## config.mk

```make
export PLATFORM = sky130hd
export DESIGN_NAME = tmpc_top
export DESIGN_NICKNAME = d
export VERILOG_FILES = /design/src/tmpc_pkg.sv /design/src/tmpc_prescale.sv /design/src/tmpc_top.sv
export VERILOG_INCLUDE_DIRS = /design/src
export SDC_FILE = /design/constraint.sdc
export NUM_CORES = 1
export LEC_CHECK = 0
export BUFFER_PORTS_ARGS = -buffer_cell sky130_fd_sc_hd__buf_2
export CAP_MARGIN = 40
export CORE_UTILIZATION = 35
export DETAILED_ROUTE_END_ITERATION = 8
export HOLD_SLACK_MARGIN = 0.03
export SLEW_MARGIN = 20
export SYNTH_ARGS = -nofsm -noshare
export SYNTH_HDL_FRONTEND = slang
export SYNTH_SLANG_ARGS = --single-unit
```

## constraint.sdc

```tcl
create_clock -name CLK -period 2.4 [get_ports CLK]
set_input_delay 0.24 -clock CLK [delete_from_list [all_inputs] [get_ports CLK]]
set_output_delay 0.24 -clock CLK [all_outputs]
set_load 0.02 [all_outputs]
```

## src/tmpc_cfg.svh

```systemverilog
// Purpose: Offsets, field positions, reset values and timing counts of the timer control block.
// Assumes: Included by bare name from the design files.
// Notes: Definitions only.
`ifndef TMPC_CFG_SVH
`define TMPC_CFG_SVH
// -----------------------------------------------------------------
// Register indices and byte addresses
// -----------------------------------------------------------------
`define TMPC_CTL0_IDX 12'hF06
`define TMPC_CTL1_IDX 12'hF07
`define TMPC_T1_CTL0_IDX 12'hF0E
`define TMPC_T1_CTL1_IDX 12'hF0F
`define TMPC_RELOAD_ADDR 16'h0000
`define TMPC_CMP_ADDR 16'h0004
`define TMPC_CNT_ADDR 16'h0008
`define TMPC_CAP_ADDR 16'h000C
`define TMPC_STS_ADDR 16'h0010
`define TMPC_MSK_ADDR 16'h0014
`define TMPC_FN_ADDR 16'h0018
// -----------------------------------------------------------------
// Field positions
// -----------------------------------------------------------------
`define TMPC_EN_BIT 7
`define TMPC_POL_BIT 6
`define TMPC_PRESCALE_EXPONENT_HI 5
`define TMPC_PRESCALE_EXPONENT_LO 3
`define TMPC_MODE_HI 2
`define TMPC_MODEHI_BIT 7
`define TMPC_ICFG_HI 6
`define TMPC_ICFG_LO 5
`define TMPC_RSVD_BIT 4
`define TMPC_DB_HI 3
`define TMPC_DB_LO 1
`define TMPC_INPCAP_BIT 0
`define TMPC_ST_RELOAD 0
`define TMPC_ST_CAPT 1
`define TMPC_ST_MATCH 2
`define TMPC_ST_GATE 3
// -----------------------------------------------------------------
// Reset values and counts
// -----------------------------------------------------------------
`define TMPC_CTL_RST 8'h00
`define TMPC_CNT_START 16'h0001
`define TMPC_ICFG_INPUT 2'h2
`define TMPC_ICFG_RELOAD 2'h3
`define TMPC_DB_SAT 8'hFF
`endif

```

## src/tmpc_pkg.sv

```systemverilog
// Purpose: Types shared by the timer control block.
// Assumes: Nothing beyond SystemVerilog packages.
// Notes: Constants live in tmpc_cfg.svh.
package tmpc_pkg;
  typedef enum logic [3:0] {
    ONE_SHOT, CONTINUOUS, COUNTER, PWM_SINGLE, CAPTURE, COMPARE, GATED,
    CAPTURE_COMPARE, PWM_DUAL, CAPTURE_RESTART, COMPARATOR_COUNTER,
    RSVD_B, RSVD_C, RSVD_D, RSVD_E, RSVD_F
  } tmpc_mode_e;
  typedef struct packed {
    logic [6:0] cnt;
  } tmpc_pre_s;
  typedef struct packed {
    logic [7:0] ctl0;
    logic [7:0] ctl1;
    logic fn_en;
    logic [15:0] reload;
    logic [15:0] cmp;
    logic [15:0] cnt;
    logic [15:0] cap;
    logic [3:0] sts;
    logic [3:0] msk;
    logic tin;
    logic started;
    logic ideal;
    logic [7:0] dcnt;
    logic out;
    logic outc;
    logic irq;
    logic wr_pend;
    logic rd_pend;
    logic [15:0] addr;
    logic [31:0] rdata;
    logic ready;
  } tmpc_state_s;
endpackage

```

## src/tmpc_prescale.sv

```systemverilog
// Purpose: Power-of-two prescaler giving a one-cycle count enable.
// Assumes: Single clock, asynchronous active-low reset.
// Notes: Clear holds the divider at zero.
`timescale 1ns/1ps
`include "tmpc_cfg.svh"
module tmpc_prescale #(
  parameter int W = 7
) (
  // Clock and reset
  input wire logic clk,
  input wire logic rst_b,
  // Control
  input wire logic clr,
  input wire logic [2:0] exp_sel,
  // Enable pulse
  output logic tick
);
  tmpc_pkg::tmpc_pre_s s_q;
  tmpc_pkg::tmpc_pre_s s_d;
  logic [W:0] full;
  logic [W-1:0] mask;

  // -----------------------------------------------------------------
  // Divider
  // -----------------------------------------------------------------
  always_comb begin
    full = ({{W{1'b0}}, 1'b1} << exp_sel) - {{W{1'b0}}, 1'b1};
    mask = full[W-1:0];
    tick = !clr && ((s_q.cnt & mask) == mask);
    s_d = s_q;
    s_d.cnt = clr ? '0 : s_q.cnt + 7'h01;
  end

  always_ff @(posedge clk or negedge rst_b) begin
    if (!rst_b) begin
      s_q <= '0;
    end else begin
      s_q <= s_d;
    end
  end
endmodule // tmpc_prescale

```

## src/tmpc_top.sv

```systemverilog
// Purpose: One counter/timer with mode, polarity, prescale and dead-band control over AHB-Lite.
// Assumes: Pins synchronous to CLK; one slave on the bus, so HREADY is its own HREADYOUT.
// Notes: Writes take no wait state, reads take one.
//
// The AHB-Lite interface to the registers was decided locally.
`timescale 1ns/1ps
`include "tmpc_cfg.svh"
module tmpc_top #(
  parameter logic [11:0] CTL0_IDX = `TMPC_CTL0_IDX,
  parameter logic [11:0] CTL1_IDX = `TMPC_CTL1_IDX
) (
  // Clock and reset
  input wire logic CLK,
  input wire logic RST_B,
  // AHB-Lite slave
  input wire logic HSEL,
  input wire logic [15:0] HADDR,
  input wire logic [1:0] HTRANS,
  input wire logic HWRITE,
  input wire logic [2:0] HSIZE,
  input wire logic [31:0] HWDATA,
  input wire logic HREADY,
  output logic [31:0] HRDATA,
  output logic HREADYOUT,
  output logic HRESP,
  // Timer pins
  input wire logic TIN,
  output logic TOUT,
  output logic TOUT_OE,
  output logic TOUTC,
  // Interrupt
  output logic IRQ
);
  localparam logic [15:0] CTL0_ADDR = {2'h0, CTL0_IDX, 2'h0};
  localparam logic [15:0] CTL1_ADDR = {2'h0, CTL1_IDX, 2'h0};
  localparam tmpc_pkg::tmpc_state_s RST_S = '{ready: 1'b1, default: '0};

  tmpc_pkg::tmpc_state_s s_q;
  tmpc_pkg::tmpc_state_s s_d;
  tmpc_pkg::tmpc_mode_e mode;
  logic en;
  logic pol;
  logic tick;
  logic rise;
  logic fall;
  logic sel_edge;
  logic off_edge;
  logic adv;
  logic reload_ev;
  logic match_ev;
  logic cap_ev;
  logic gate_ev;
  logic in_ok;
  logic rl_ok;
  logic [3:0] set;
  logic [3:0] clr;
  logic [7:0] dly;
  logic settled;
  logic [31:0] wdat;
  logic [31:0] rval;
  logic cnt_wr;

  assign HRESP = 1'b0;
  assign HRDATA = s_q.rdata;
  assign HREADYOUT = s_q.ready;
  assign TOUT = s_q.out;
  assign TOUTC = s_q.outc;
  assign TOUT_OE = s_q.fn_en;
  assign IRQ = s_q.irq;
  assign wdat = HWDATA;

  // -----------------------------------------------------------------
  // Prescaler
  // -----------------------------------------------------------------
  tmpc_prescale #(
    .W(7)
  ) u_pre (
    .clk(CLK),
    .rst_b(RST_B),
    .clr(!en),
    .exp_sel(s_q.ctl1[`TMPC_PRESCALE_EXPONENT_HI:`TMPC_PRESCALE_EXPONENT_LO]),
    .tick(tick)
  );

  // -----------------------------------------------------------------
  // Timer and bus next state
  // -----------------------------------------------------------------
  always_comb begin
    s_d = s_q;
    mode = tmpc_pkg::tmpc_mode_e'({s_q.ctl0[`TMPC_MODEHI_BIT], s_q.ctl1[`TMPC_MODE_HI:0]});
    en = s_q.ctl1[`TMPC_EN_BIT];
    pol = s_q.ctl1[`TMPC_POL_BIT];
    rise = TIN && !s_q.tin;
    fall = !TIN && s_q.tin;
    sel_edge = pol ? fall : rise;
    off_edge = pol ? rise : fall;
    in_ok = s_q.ctl0[`TMPC_ICFG_HI:`TMPC_ICFG_LO] != `TMPC_ICFG_RELOAD;
    rl_ok = s_q.ctl0[`TMPC_ICFG_HI:`TMPC_ICFG_LO] != `TMPC_ICFG_INPUT;
    s_d.tin = TIN;
    case (mode)
      tmpc_pkg::COUNTER: adv = sel_edge;
      tmpc_pkg::GATED: adv = tick && (TIN ^ pol);
      tmpc_pkg::CAPTURE_COMPARE: adv = tick && s_q.started;
      tmpc_pkg::RSVD_B, tmpc_pkg::RSVD_C, tmpc_pkg::RSVD_D,
      tmpc_pkg::RSVD_E, tmpc_pkg::RSVD_F: adv = 1'b0;
      default: adv = tick;
    endcase
    adv = adv && en;
    reload_ev = adv && (s_q.cnt == s_q.reload);
    match_ev = adv && (s_q.cnt == s_q.cmp);
    cap_ev = 1'b0;
    gate_ev = 1'b0;
    if (adv) begin
      s_d.cnt = reload_ev ? `TMPC_CNT_START : s_q.cnt + 16'h0001;
    end
    if (reload_ev && mode == tmpc_pkg::ONE_SHOT) begin
      s_d.ctl1[`TMPC_EN_BIT] = 1'b0;
    end
    // Input events.
    if (!en) begin
      s_d.started = 1'b0;
    end else begin
      case (mode)
        tmpc_pkg::CAPTURE: cap_ev = sel_edge;
        tmpc_pkg::CAPTURE_RESTART: begin
          cap_ev = sel_edge;
          if (sel_edge) begin
            s_d.cnt = `TMPC_CNT_START;
          end
        end
        tmpc_pkg::CAPTURE_COMPARE: begin
          cap_ev = sel_edge && s_q.started;
          if (sel_edge) begin
            s_d.started = 1'b1;
          end
        end
        tmpc_pkg::GATED: gate_ev = off_edge;
        default: cap_ev = 1'b0;
      endcase
    end
    if (cap_ev) begin
      s_d.cap = s_q.cnt;
    end
    // Output waveform.
    if (!en) begin
      s_d.ideal = pol;
    end else if (reload_ev) begin
      s_d.ideal = pol;
    end else if (match_ev) begin
      s_d.ideal = !pol;
    end
    s_d.dcnt = (s_d.ideal != s_q.ideal) ? 8'h00 :
               (s_q.dcnt == `TMPC_DB_SAT) ? s_q.dcnt : s_q.dcnt + 8'h01;
    dly = (s_q.ctl0[`TMPC_DB_HI:`TMPC_DB_LO] == 3'h0) ? 8'h00 :
          8'(9'h001 << s_q.ctl0[`TMPC_DB_HI:`TMPC_DB_LO]);
    settled = s_q.dcnt >= dly;
    case (mode)
      tmpc_pkg::PWM_SINGLE: begin
        s_d.out = en ? s_q.ideal : pol;
        s_d.outc = !s_d.out;
      end
      tmpc_pkg::PWM_DUAL: begin
        if (!en) begin
          s_d.out = pol;
          s_d.outc = !pol;
        end else begin
          s_d.out = (s_q.ideal != pol && settled) ? !pol : pol;
          s_d.outc = (s_q.ideal == pol && settled) ? !pol : pol;
        end
      end
      default: begin
        if (!en) begin
          s_d.out = pol;
        end else if (reload_ev) begin
          s_d.out = !s_q.out;
        end
        s_d.outc = !s_d.out;
      end
    endcase
    // Status, interrupt and capture flag.
    set = '0;
    set[`TMPC_ST_RELOAD] = reload_ev && rl_ok;
    set[`TMPC_ST_MATCH] = match_ev && rl_ok && mode != tmpc_pkg::PWM_SINGLE && mode != tmpc_pkg::PWM_DUAL;
    set[`TMPC_ST_CAPT] = cap_ev && in_ok;
    set[`TMPC_ST_GATE] = gate_ev && in_ok;
    if (set[`TMPC_ST_CAPT]) begin
      s_d.ctl0[`TMPC_INPCAP_BIT] = 1'b1;
    end else if (|set) begin
      s_d.ctl0[`TMPC_INPCAP_BIT] = 1'b0;
    end
    // Bus write data phase.
    clr = '0;
    cnt_wr = 1'b0;
    if (s_q.wr_pend) begin
      case (s_q.addr)
        CTL0_ADDR: begin
          s_d.ctl0[7:1] = wdat[7:1];
          s_d.ctl0[`TMPC_RSVD_BIT] = 1'b0;
        end
        CTL1_ADDR: s_d.ctl1 = wdat[7:0];
        `TMPC_RELOAD_ADDR: s_d.reload = wdat[15:0];
        `TMPC_CMP_ADDR: s_d.cmp = wdat[15:0];
        `TMPC_CNT_ADDR: begin
          s_d.cnt = wdat[15:0];
          cnt_wr = 1'b1;
        end
        `TMPC_STS_ADDR: clr = wdat[3:0];
        `TMPC_MSK_ADDR: s_d.msk = wdat[3:0];
        `TMPC_FN_ADDR: s_d.fn_en = wdat[0];
        default: cnt_wr = 1'b0;
      endcase
    end
    s_d.sts = (s_q.sts & ~clr) | set;
    s_d.irq = |(s_d.sts & s_d.msk);
    // Bus read and address phase.
    case (s_q.addr)
      CTL0_ADDR: rval = {24'h0, s_q.ctl0};
      CTL1_ADDR: rval = {24'h0, s_q.ctl1};
      `TMPC_RELOAD_ADDR: rval = {16'h0, s_q.reload};
      `TMPC_CMP_ADDR: rval = {16'h0, s_q.cmp};
      `TMPC_CNT_ADDR: rval = {16'h0, s_q.cnt};
      `TMPC_CAP_ADDR: rval = {16'h0, s_q.cap};
      `TMPC_STS_ADDR: rval = {28'h0, s_q.sts};
      `TMPC_MSK_ADDR: rval = {28'h0, s_q.msk};
      `TMPC_FN_ADDR: rval = {31'h0, s_q.fn_en};
      default: rval = 32'h0;
    endcase
    s_d.wr_pend = 1'b0;
    s_d.rd_pend = 1'b0;
    s_d.ready = 1'b1;
    if (s_q.rd_pend) begin
      s_d.rdata = rval;
    end else if (HSEL && HTRANS[1] && HREADY) begin
      s_d.addr = HADDR;
      s_d.wr_pend = HWRITE;
      s_d.rd_pend = !HWRITE;
      s_d.ready = HWRITE;
    end
  end

  always_ff @(posedge CLK or negedge RST_B) begin
    if (!RST_B) begin
      s_q <= RST_S;
    end else begin
      s_q <= s_d;
    end
  end
endmodule // tmpc_top

```

---- Word-level counts from Yosys, hierarchy flattened ----
Cells that the tools add are included.
word-level totals
  bits in read-only memories .............. 0
  memories kept ........................... 0
  bits in writable memories ............... 0
  bits in registers ....................... 160
  latch bits .............................. 0
cells by class
  $lt $le $gt $ge ......................... 1
  multiply operators ...................... 0
  shifts and indexed selects .............. 2
  $add $sub $neg .......................... 4
  div/mod/pow operators ................... 0
  eq/ne operators ......................... 34
  multiplexer cells ....................... 48
  bitwise operators ....................... 7
  reductions and logical operators ........ 43
operators by type and width
  operator                                                                 number
  16-bit case mux with 9 select lines                                      1
  16-bit two-way mux                                                       8
  57-bit two-way mux                                                       1
  16-bit by 5-bit equality test with 1-bit output, second input constant   3
  18-bit two-way mux                                                       2
  16-bit by 14-bit equality test with 1-bit output, second input constant  2
  16-bit equality test                                                     2
  16-bit by 4-bit equality test with 1-bit output, second input constant   2
  8-bit two-way mux                                                        4
  4-bit equality test, second input constant                               7
  1-bit two-way mux                                                        23
  1-bit logical AND                                                        20
  16-bit by 1-bit adder with 16-bit output, second input constant          1
  16-bit by 3-bit equality test with 1-bit output, second input constant   1
  16-bit logical NOT                                                       1
  4-bit two-way mux                                                        4
  2-bit AND reduction                                                      7
  4-bit by 3-bit equality test with 1-bit output, second input constant    3
  8-bit by 1-bit adder with 8-bit output, second input constant            1
  4-bit AND                                                                2
  4-bit by 2-bit equality test with 1-bit output, second input constant    2
  8-bit equality test, second input constant                               1
  8-bit >= comparator                                                      1
  4-bit OR reduction                                                       2
  27 further kinds                                                         38

---- Depth between registers and ports, before layout ----
Gate-level depths: netlist (run 1).
  word-level depth ........................ 16
  depth in mapped cells ................... 10

---- Modules after synthesis ----
From an unflattened synthesis (run 1), not the netlist that was laid out.
second synthesis, totals
  cell total of the unflattened synthesis .. 731
  area, all modules ....................... 7713.6 um^2
by module, submodules not included
  module         instances  cells an instance  area an instance (um^2)
  tmpc_top       1          693                7364.6
  tmpc_prescale  1          38                 349.1

---- Worst setup path after synthesis (run 1) ----
No wires, ideal clock.
  path kind ............................... register to register
  from .................................... reg s_q[44] in the netlist's numbering
  to ...................................... reg s_q (netlist bit IRQ)
  slack ................................... -0.068 ns
  required time ........................... 2.274 ns
  buffers on the path ..................... 0
  arrival time ............................ 2.342 ns
  stages on the path, launching flop included .. 8
  cells stage by stage .................... dfrtp_1 > or4_4 > nor4bb_1 > nand3_1 > nor2_2 > mux2_2 > a22o_1 > a221o_1
RTL lines
  what                    line             RTL
  start, declared         tmpc_top.sv:38   tmpc_pkg::tmpc_state_s s_q;
  start signal, assigned  tmpc_top.sv:243  s_q <= RST_S;
  start signal, assigned  tmpc_top.sv:245  s_q <= s_d;

---- Worst setup path after layout (run 1) ----
  from .................................... reg s_q[43] in the netlist's numbering
  to ...................................... reg s_q[134] in the netlist's numbering
between the ends
  word-level cells in the longest chain between the ends .. 2
ends and longest elaborated chain
  what                                  line             RTL
  16-bit logical NOT                    tmpc_top.sv:195  case (s_q.addr)
  2-bit AND reduction (no source line)  -
No other way between the ends.
A chain may end at the register's enable or synchronous reset.

==> results of run 1 <==
## cells by family (layout without fill, tap and decap cells)
kind of cell,count (synthesis),after routing
buf+inv,105,198
xor+xnor,56,56
other cells,1,17
compound gates,119,119
mux,95,95
fa+ha+maj,10,10
flops,144,144
simple gates,198,198
## area by class of cell
class                      instances  area, sq um  area share, %
tap                              280        350.3          3.596
timing repair buffer             137         1022          10.49
clock inverter                    13        177.7          1.824
multi-input combinational        495         4035          41.42
clock buffer                      19        442.9          4.547
sequential                       144         3605          37.00
inverter                          29        108.9          1.117
## report_power, final
| part | switching [mW] | leakage (nW) | internal, mW |
|---|---|---|---|
| clock | 1.10 | 0.297 | 1.69 |
| sequential | 0.155 | 1.91 | 2.56 |
| combinational | 0.446 | 2.35 | 0.366 |
## layer usage
metal | global-route usage [%] | wire length (um) | vias to the layer above
met5 | 0 | 0 | -
met4 | 5.495 | 301 | 0
met3 | 3.234 | 903 | 15
met2 | 29.18 | 9657 | 181
met1 | 26.65 | 9984 | 2960
li1 | - | - | 2761
## cells in the final DEF (no fill, tap or decap), types with 20 or more instances in the layout
cell     netlist  layout
xor2_1        36      36
buf_4         36      58
nand2_1       56      55
inv_1         29      29
mux2_2        69      55
dfrtp_1      143     143
o21ai_0       30      27
nor2_1        37      33
mux2_4         0      34
xnor2_1       20      20
buf_2          9      58
## worst max-delay path by stage
stage                  from  slack [ps]       end
CTS                 s_q[45]         -50       IRQ
floorplan           s_q[45]         -60       IRQ
global route        s_q[43]        -180       IRQ
finish              s_q[43]         -90  s_q[134]
global placement    s_q[45]         -50       IRQ
detailed placement  s_q[45]         -60       IRQ
## worst reg2reg max path, cell delays in order (launching register included)
cell	delay, ps
dfrtp_1	380
or4_4	570
buf_6	140
nand4b_4	180
or3_4	430
nor2_8	170
clkbuf_16	210
mux2_4	310
## sequential cells by signal, indices dropped and copies added, names as in the netlist, 4 cells and up
signal / count
s_q: 110
mode: 4
u_pre.s_q: 7
HRDATA: 16
## through the flow
step | power [mW] | instance area [sq um]
2_1_floorplan | 3.208 | 7896
3_3_place_gp | 3.454 | 8662
4_1_cts | 6.272 | 9356
3_5_place_dp | 3.475 | 8662
5_1_grt | 6.589 | 9742
6_report | 6.310 | 9742
## repair_timing
action | in CTS | in global routing
cloned | 0 | 2
hold endpoints to repair | 60 | 2
gates resized for setup | 4 | 74
buffers inserted | 3 | 6
endpoints found under the setup margin | 44 | 74
pin swaps | 2 | 21
hold buffers | 3 | 2
==> metrics.cfg, run 1 <==
[run_status]
status = complete, but fails checks
violations = negative setup slack

[yosys]
synthCells = 728
syn-cell-area_sq_mm = 0.007824
ys_seq_area_share_pct = 46.07
synth_commonest_cells = 143 x dfrtp_1, 69 x mux2_2, 56 x nand2_1
avgSynthCellArea_sq_um = 10.75
synthTopCellsByArea = dfrtp_1 46%, mux2_2 9.9%, xor2_1 4.0%, buf_4 3.5%, mux2_1 2.9%
synth_adder_area_share_pct = 1.599
synthFlopType = dfrtp_1
synth_top_family_by_area = simple AND/OR/NAND/NOR gates
synthArstFlopShare_pct = 100.0
yosysTopAreaCell = dfrtp_1
synth_edf_count = 0
synth_top_area_share_pct = 45.74
synth_most_common_cell = dfrtp_1
synth_cell_types = 70
synth.area.mux_share_pct = 13.74
synth_xor_area_share_pct = 6.269
synth-seq-cells = 144
yosys.area_share.simple_pct = 14.15
ys_warn_count = 0
synth_compound_area_share_pct = 10.99

[timing]
worst_hold_slack_ps = 45.55
hold_viol = 0
finClkSkew_ps = 5.755
setup_tns_ps = -2138
layout_min_cycle_time_ps = 2491
final-setup-viol-count = 41
post-route-period-util_pct = 103.8
finalWorstSetupSlack_ps = -91.23
rsz0062_at_grt = yes
slew_headroom_pct = 54.12
worstMarginPinSlew_ps = 683.6
maxSlewViolCount = 0
maxClockFrequency_mhz = 401.4

[drt]
vias_per_cell = 5.297
vias = 5917
first_pass_iters = 5
route.detailed.drc = 0
wl_per_cell_um = 18.66
postRouteWirelength_um = 20850
ant_nets = 0
drt_iter0_markers = 489

[power]
ir_drop_v = 0.0004980
powerDensity_mw_per_mm2 = 647.7
power.static_leakage_nw = 4.562

[grt]
grt_pass1_vias = 5781
grt_pass1_wl_um = 32490
grt.total_usage_pct = 18.76
grt_max_degree = 64
grt_remaining_overflow = 0
antenna_found_initial = 0

[final_layout]
n_fill_cell = 2050
synthToLayoutAreaGrowth_pct = 24.52
drive_gt1_share_pct = 36.20
final_net_count = 893
fin_util_pct = 44.50
final_cells = 1117
diodes = 0

[worst_setup_path]
r2r_slack_ps = -90
critical_path_class = register to register
worst_ep_arrival_time_ps = 2800
rr_worst_depth = 7
critPathMaxStageDelay_ps = 570
start_kind = register
cp_cell_sequence = or4_4 -> buf_6 -> nand4b_4 -> or3_4 -> nor2_8 -> clkbuf_16 -> mux2_4
crit_fanout = 8
required_ps = 2710
timing.rr.start = s_q[43]
crit_buf_inv = 2
worstSetupEndpointType = register
cp_slowest_cell = or4_4
timing.rr.end = s_q[134]
critPathTopFamily = simple AND/OR/NAND/NOR gates
cp_num_cells = 7

[clocking]
cts_num_sinks = 144
clk_path_buf_depth = 2
cts_buffers = 17
h-tree-depth = 4
clkSlewWorstSetupHoldPaths_ps = 60
cts_tree = done
insertion_delay_ps = 420
clockRootBuffer = clkbuf_16

[place]
place.gp.congestion = 0.8770
portBuffers = 59
hpwl_um = 14630
placed_cells = 1071
dp_slack_ps = -59.02

[die]
die_area_sq_mm = 0.02296
ios = 97
start_util_pct = 35.74
die_h_um = 151.5
rows = 54
die_w_um = 151.5
design.core.area_sq_mm = 0.02189

[min_path]
hold_path_depth = 2
hold_path_end = s_q[48]
hp-start = HADDR[15]
holdCritPathClass = primary input to register

[run]
drv_cap = 0

Note: power is estimated with default switching activity, not from simulation.
==> run 2: changes to the inputs <==
- SYNTH_HIERARCHICAL: default -> 1
==> run 2 against run 1 <==
The run still ends with negative setup slack left. Cell count rose by 1.9%. Critical path depth fell by 1. Via count rose by 3.8%. Critical path type unchanged.
==> metrics.cfg, run 2 <==
[run_status]
status = complete, but fails checks  ; unchanged
violations = negative setup slack  ; unchanged

[die]
die_area_sq_mm = 0.02264  ; was 0.02296 sq mm
ios = 97  ; unchanged
rows = 53  ; was 54
start_util_pct = 36.24  ; was 35.74%
design.core.area_sq_mm = 0.02129  ; was 0.02189 sq mm
die_h_um = 150.5  ; was 151.5 um
die_w_um = 150.5  ; was 151.5 um

[clocking]
h-tree-depth = 4  ; unchanged
cts_tree = done  ; unchanged
insertion_delay_ps = 430  ; was 420 ps
cts_num_sinks = 144  ; unchanged
clkSlewWorstSetupHoldPaths_ps = 60  ; about the same
clk_path_buf_depth = 2  ; unchanged
clockRootBuffer = clkbuf_16  ; unchanged
cts_buffers = 17  ; unchanged

[drt]
drt_iter0_markers = 392  ; was 489
wl_per_cell_um = 19.11  ; was 18.66 um
ant_nets = 0  ; unchanged
vias_per_cell = 5.398  ; was 5.297
first_pass_iters = 6  ; was 5
route.detailed.drc = 0  ; unchanged
postRouteWirelength_um = 21750  ; was 20850 um
vias = 6143  ; was 5917

[power]
power.static_leakage_nw = 4.562  ; about the same
power_mw = 6.497  ; was 6.310 mW
ir_drop_v = 0.0003388  ; was 0.0004980 V
powerDensity_mw_per_mm2 = 643.4  ; was 647.7 mW/mm^2

[final_layout]
fin_util_pct = 47.43  ; was 44.50%
most-common-layout-cells = 142 x dfrtp_1, 77 x mux2_2, 73 x buf_4, 58 x buf_2, 48 x nand2_1  ; was 143 x dfrtp_1, 58 x buf_2, 58 x buf_4, 55 x nand2_1, 55 x mux2_2
n_fill_cell = 1980  ; was 2050
final_net_count = 920  ; was 893
max_flop_register = s_q  ; unchanged
synthToLayoutAreaGrowth_pct = 30.90  ; was 24.52%
final_cells = 1138  ; was 1117
layout_commonest_cell = dfrtp_1  ; unchanged
largest_register_ff_count = 110  ; unchanged
drive_gt1_share_pct = 39.28  ; was 36.20%
diodes = 0  ; unchanged

[place]
place.gp.congestion = 0.8670  ; was 0.8770
portBuffers = 59  ; unchanged
hpwl_um = 15130  ; was 14630 um
placed_cells = 1086  ; was 1071

[grt]
grt_max_degree = 64  ; unchanged
use_met3_pct = 4.121  ; was 3.234%
gr-max-usage-layer = met2  ; unchanged
grt_pass1_vias = 5940  ; was 5781
use_met1_pct = 26.95  ; was 26.65%
grt_remaining_overflow = 0  ; unchanged
grt_pass1_wl_um = 33650  ; was 32490 um
met2_usage_pct = 31.59  ; was 29.18%
grt.total_usage_pct = 19.99  ; was 18.76%
antenna_found_initial = 0  ; unchanged

[yosys]
synth-seq-cells = 144  ; unchanged
yosysTopAreaCell = dfrtp_1  ; unchanged
synth_top_area_share_pct = 46.39  ; was 45.74%
ys_seq_area_share_pct = 46.73  ; was 46.07%
synthArstFlopShare_pct = 100.0  ; unchanged
synthCells = 731  ; was 728
avgSynthCellArea_sq_um = 10.55  ; was 10.75 sq um
synthFlopType = dfrtp_1  ; unchanged
syn-cell-area_sq_mm = 0.007714  ; was 0.007824 sq mm
synthTopCellsByArea = dfrtp_1 46%, mux2_2 11%, xnor2_1 4.1%, buf_4 3.2%, xor2_1 2.5%  ; was dfrtp_1 46%, mux2_2 9.9%, xor2_1 4.0%, buf_4 3.5%, mux2_1 2.9%
synth_edf_count = 0  ; unchanged
ys_warn_count = 6  ; was 0
synth_cell_types = 63  ; was 70
synth_most_common_cell = dfrtp_1  ; unchanged
synth_commonest_cells = 143 x dfrtp_1, 77 x mux2_2, 50 x nand2_1  ; was 143 x dfrtp_1, 69 x mux2_2, 56 x nand2_1

[worst_setup_path]
required_ps = 2720  ; was 2710 ps
critical_path_class = register to register  ; unchanged
worst_ep_arrival_time_ps = 3010  ; was 2800 ps
worstSetupEndpointType = register  ; unchanged
start_kind = register  ; unchanged
crit_fanout = 5  ; was 8

[timing]
setup_tns_ps = -5709  ; was -2138 ps
finClkSkew_ps = 11.68  ; was 5.755 ps
maxClockFrequency_mhz = 370.7  ; was 401.4 MHz
hold_viol = 0  ; unchanged
finalWorstSetupSlack_ps = -297.7  ; was -91.23 ps
rsz0062_at_grt = yes  ; unchanged
worstMarginPinSlew_ps = 601.0  ; was 683.6 ps
slew_headroom_pct = 59.94  ; was 54.12%
post-route-period-util_pct = 112.4  ; was 103.8%
maxSlewViolCount = 0  ; unchanged
layout_min_cycle_time_ps = 2698  ; was 2491 ps
final-setup-viol-count = 67  ; was 41

[run]
drv_cap = 0  ; unchanged

[min_path]
holdCritPathClass = primary input to register  ; unchanged

[run 2: changes by cell type in the layout (fill, tap and decap cells not counted), moves of 13 or more]
cell and change:
o22ai_1 -14, nor2_1 -13, mux2_2 +22, o21ai_0 -14, mux2_4 -34, buf_4 +15, xnor2_1 +15, xor2_1 -14
inv_1 -16
[run 2: worst paths after layout]
kind | startpoint | end | slack, ps | cells past startpoint
min reg2reg | HRDATA[12] | HRDATA[12] | 490 | 1
min | HADDR[5] | s_q[38] | 40 | 2
max in group asynchronous | RST_B | s_q[79] | 1270 | 3
min in group asynchronous | RST_B | s_q[58] | 360 | 2
max | s_q[41] | IRQ | -300 | 6
max reg2reg | s_q[41] | IRQ | -300 | 6
[run 2: metal layers]
metal	vias to the layer above	wire, um
met2	182	10290
met1	3065	9905
met4	0	574
met3	45	974
li1	2851	-
met5	-	0
[run 2: power by group]
part / internal, mW / total [mW] / switching (mW)
Combinational: 0.545 / 1.22 / 0.673
Sequential: 2.63 / 2.81 / 0.179
Clock: 1.38 / 2.47 / 1.08
[run 2: layout make-up]
type                            instances  area [sq um]  area share, %
Inverter                               16         62.56         0.6196
Sequential cell                       144          3606          35.71
Tap cell                              275         344.1          3.408
Clock inverter                         10         78.83         0.7807
Clock buffer                           21         460.4          4.560
Multi-Input combinational cell        504          4121          40.82
Timing Repair Buffer                  168          1424          14.10
[run 2: cell families after synthesis]
| kind of cell | count (synthesis) | synth area share, % |
|---|---|---|
| buf+inv | 100 | 6.585 |
| compound gates | 138 | 12.72 |
| simple gates | 195 | 13.43 |
| xor+xnor | 58 | 6.585 |
| fa+ha+maj | 10 | 1.622 |
| mux | 85 | 12.28 |
| other cells | 1 | 0.04862 |
| flops | 144 | 46.73 |
[run 2: timing repair]
action                     in CTS  in global routing
hold endpoints to repair       61                  1
setup endpoints to repair      74                 77
gates resized for setup        26                 42
setup buffers                   7                  7
gates cloned                    3                  2
hold buffers                    3                  1
pin swaps                      27                 31
[run 2: per-stage QoR]
step                      cell area (sq um)  hold WS (ps)  worst slack [ps]
after global placement                 8972         268.0            -281.2
after floorplan                        8080        -55.59            -312.3
after detailed placement               8984         268.3            -315.4
after CTS                              9814         30.28            -291.0
after global routing                  10100         34.85            -349.4
final                                 10100         37.31            -297.7
[run 2: critical path, cell delays in order (launching register included)]
cell     delay (ps)
dfrtp_1         370
or4_4           540
or4_4           540
or4_1           430
a22o_1          240
a22o_1          210
a221o_1         250
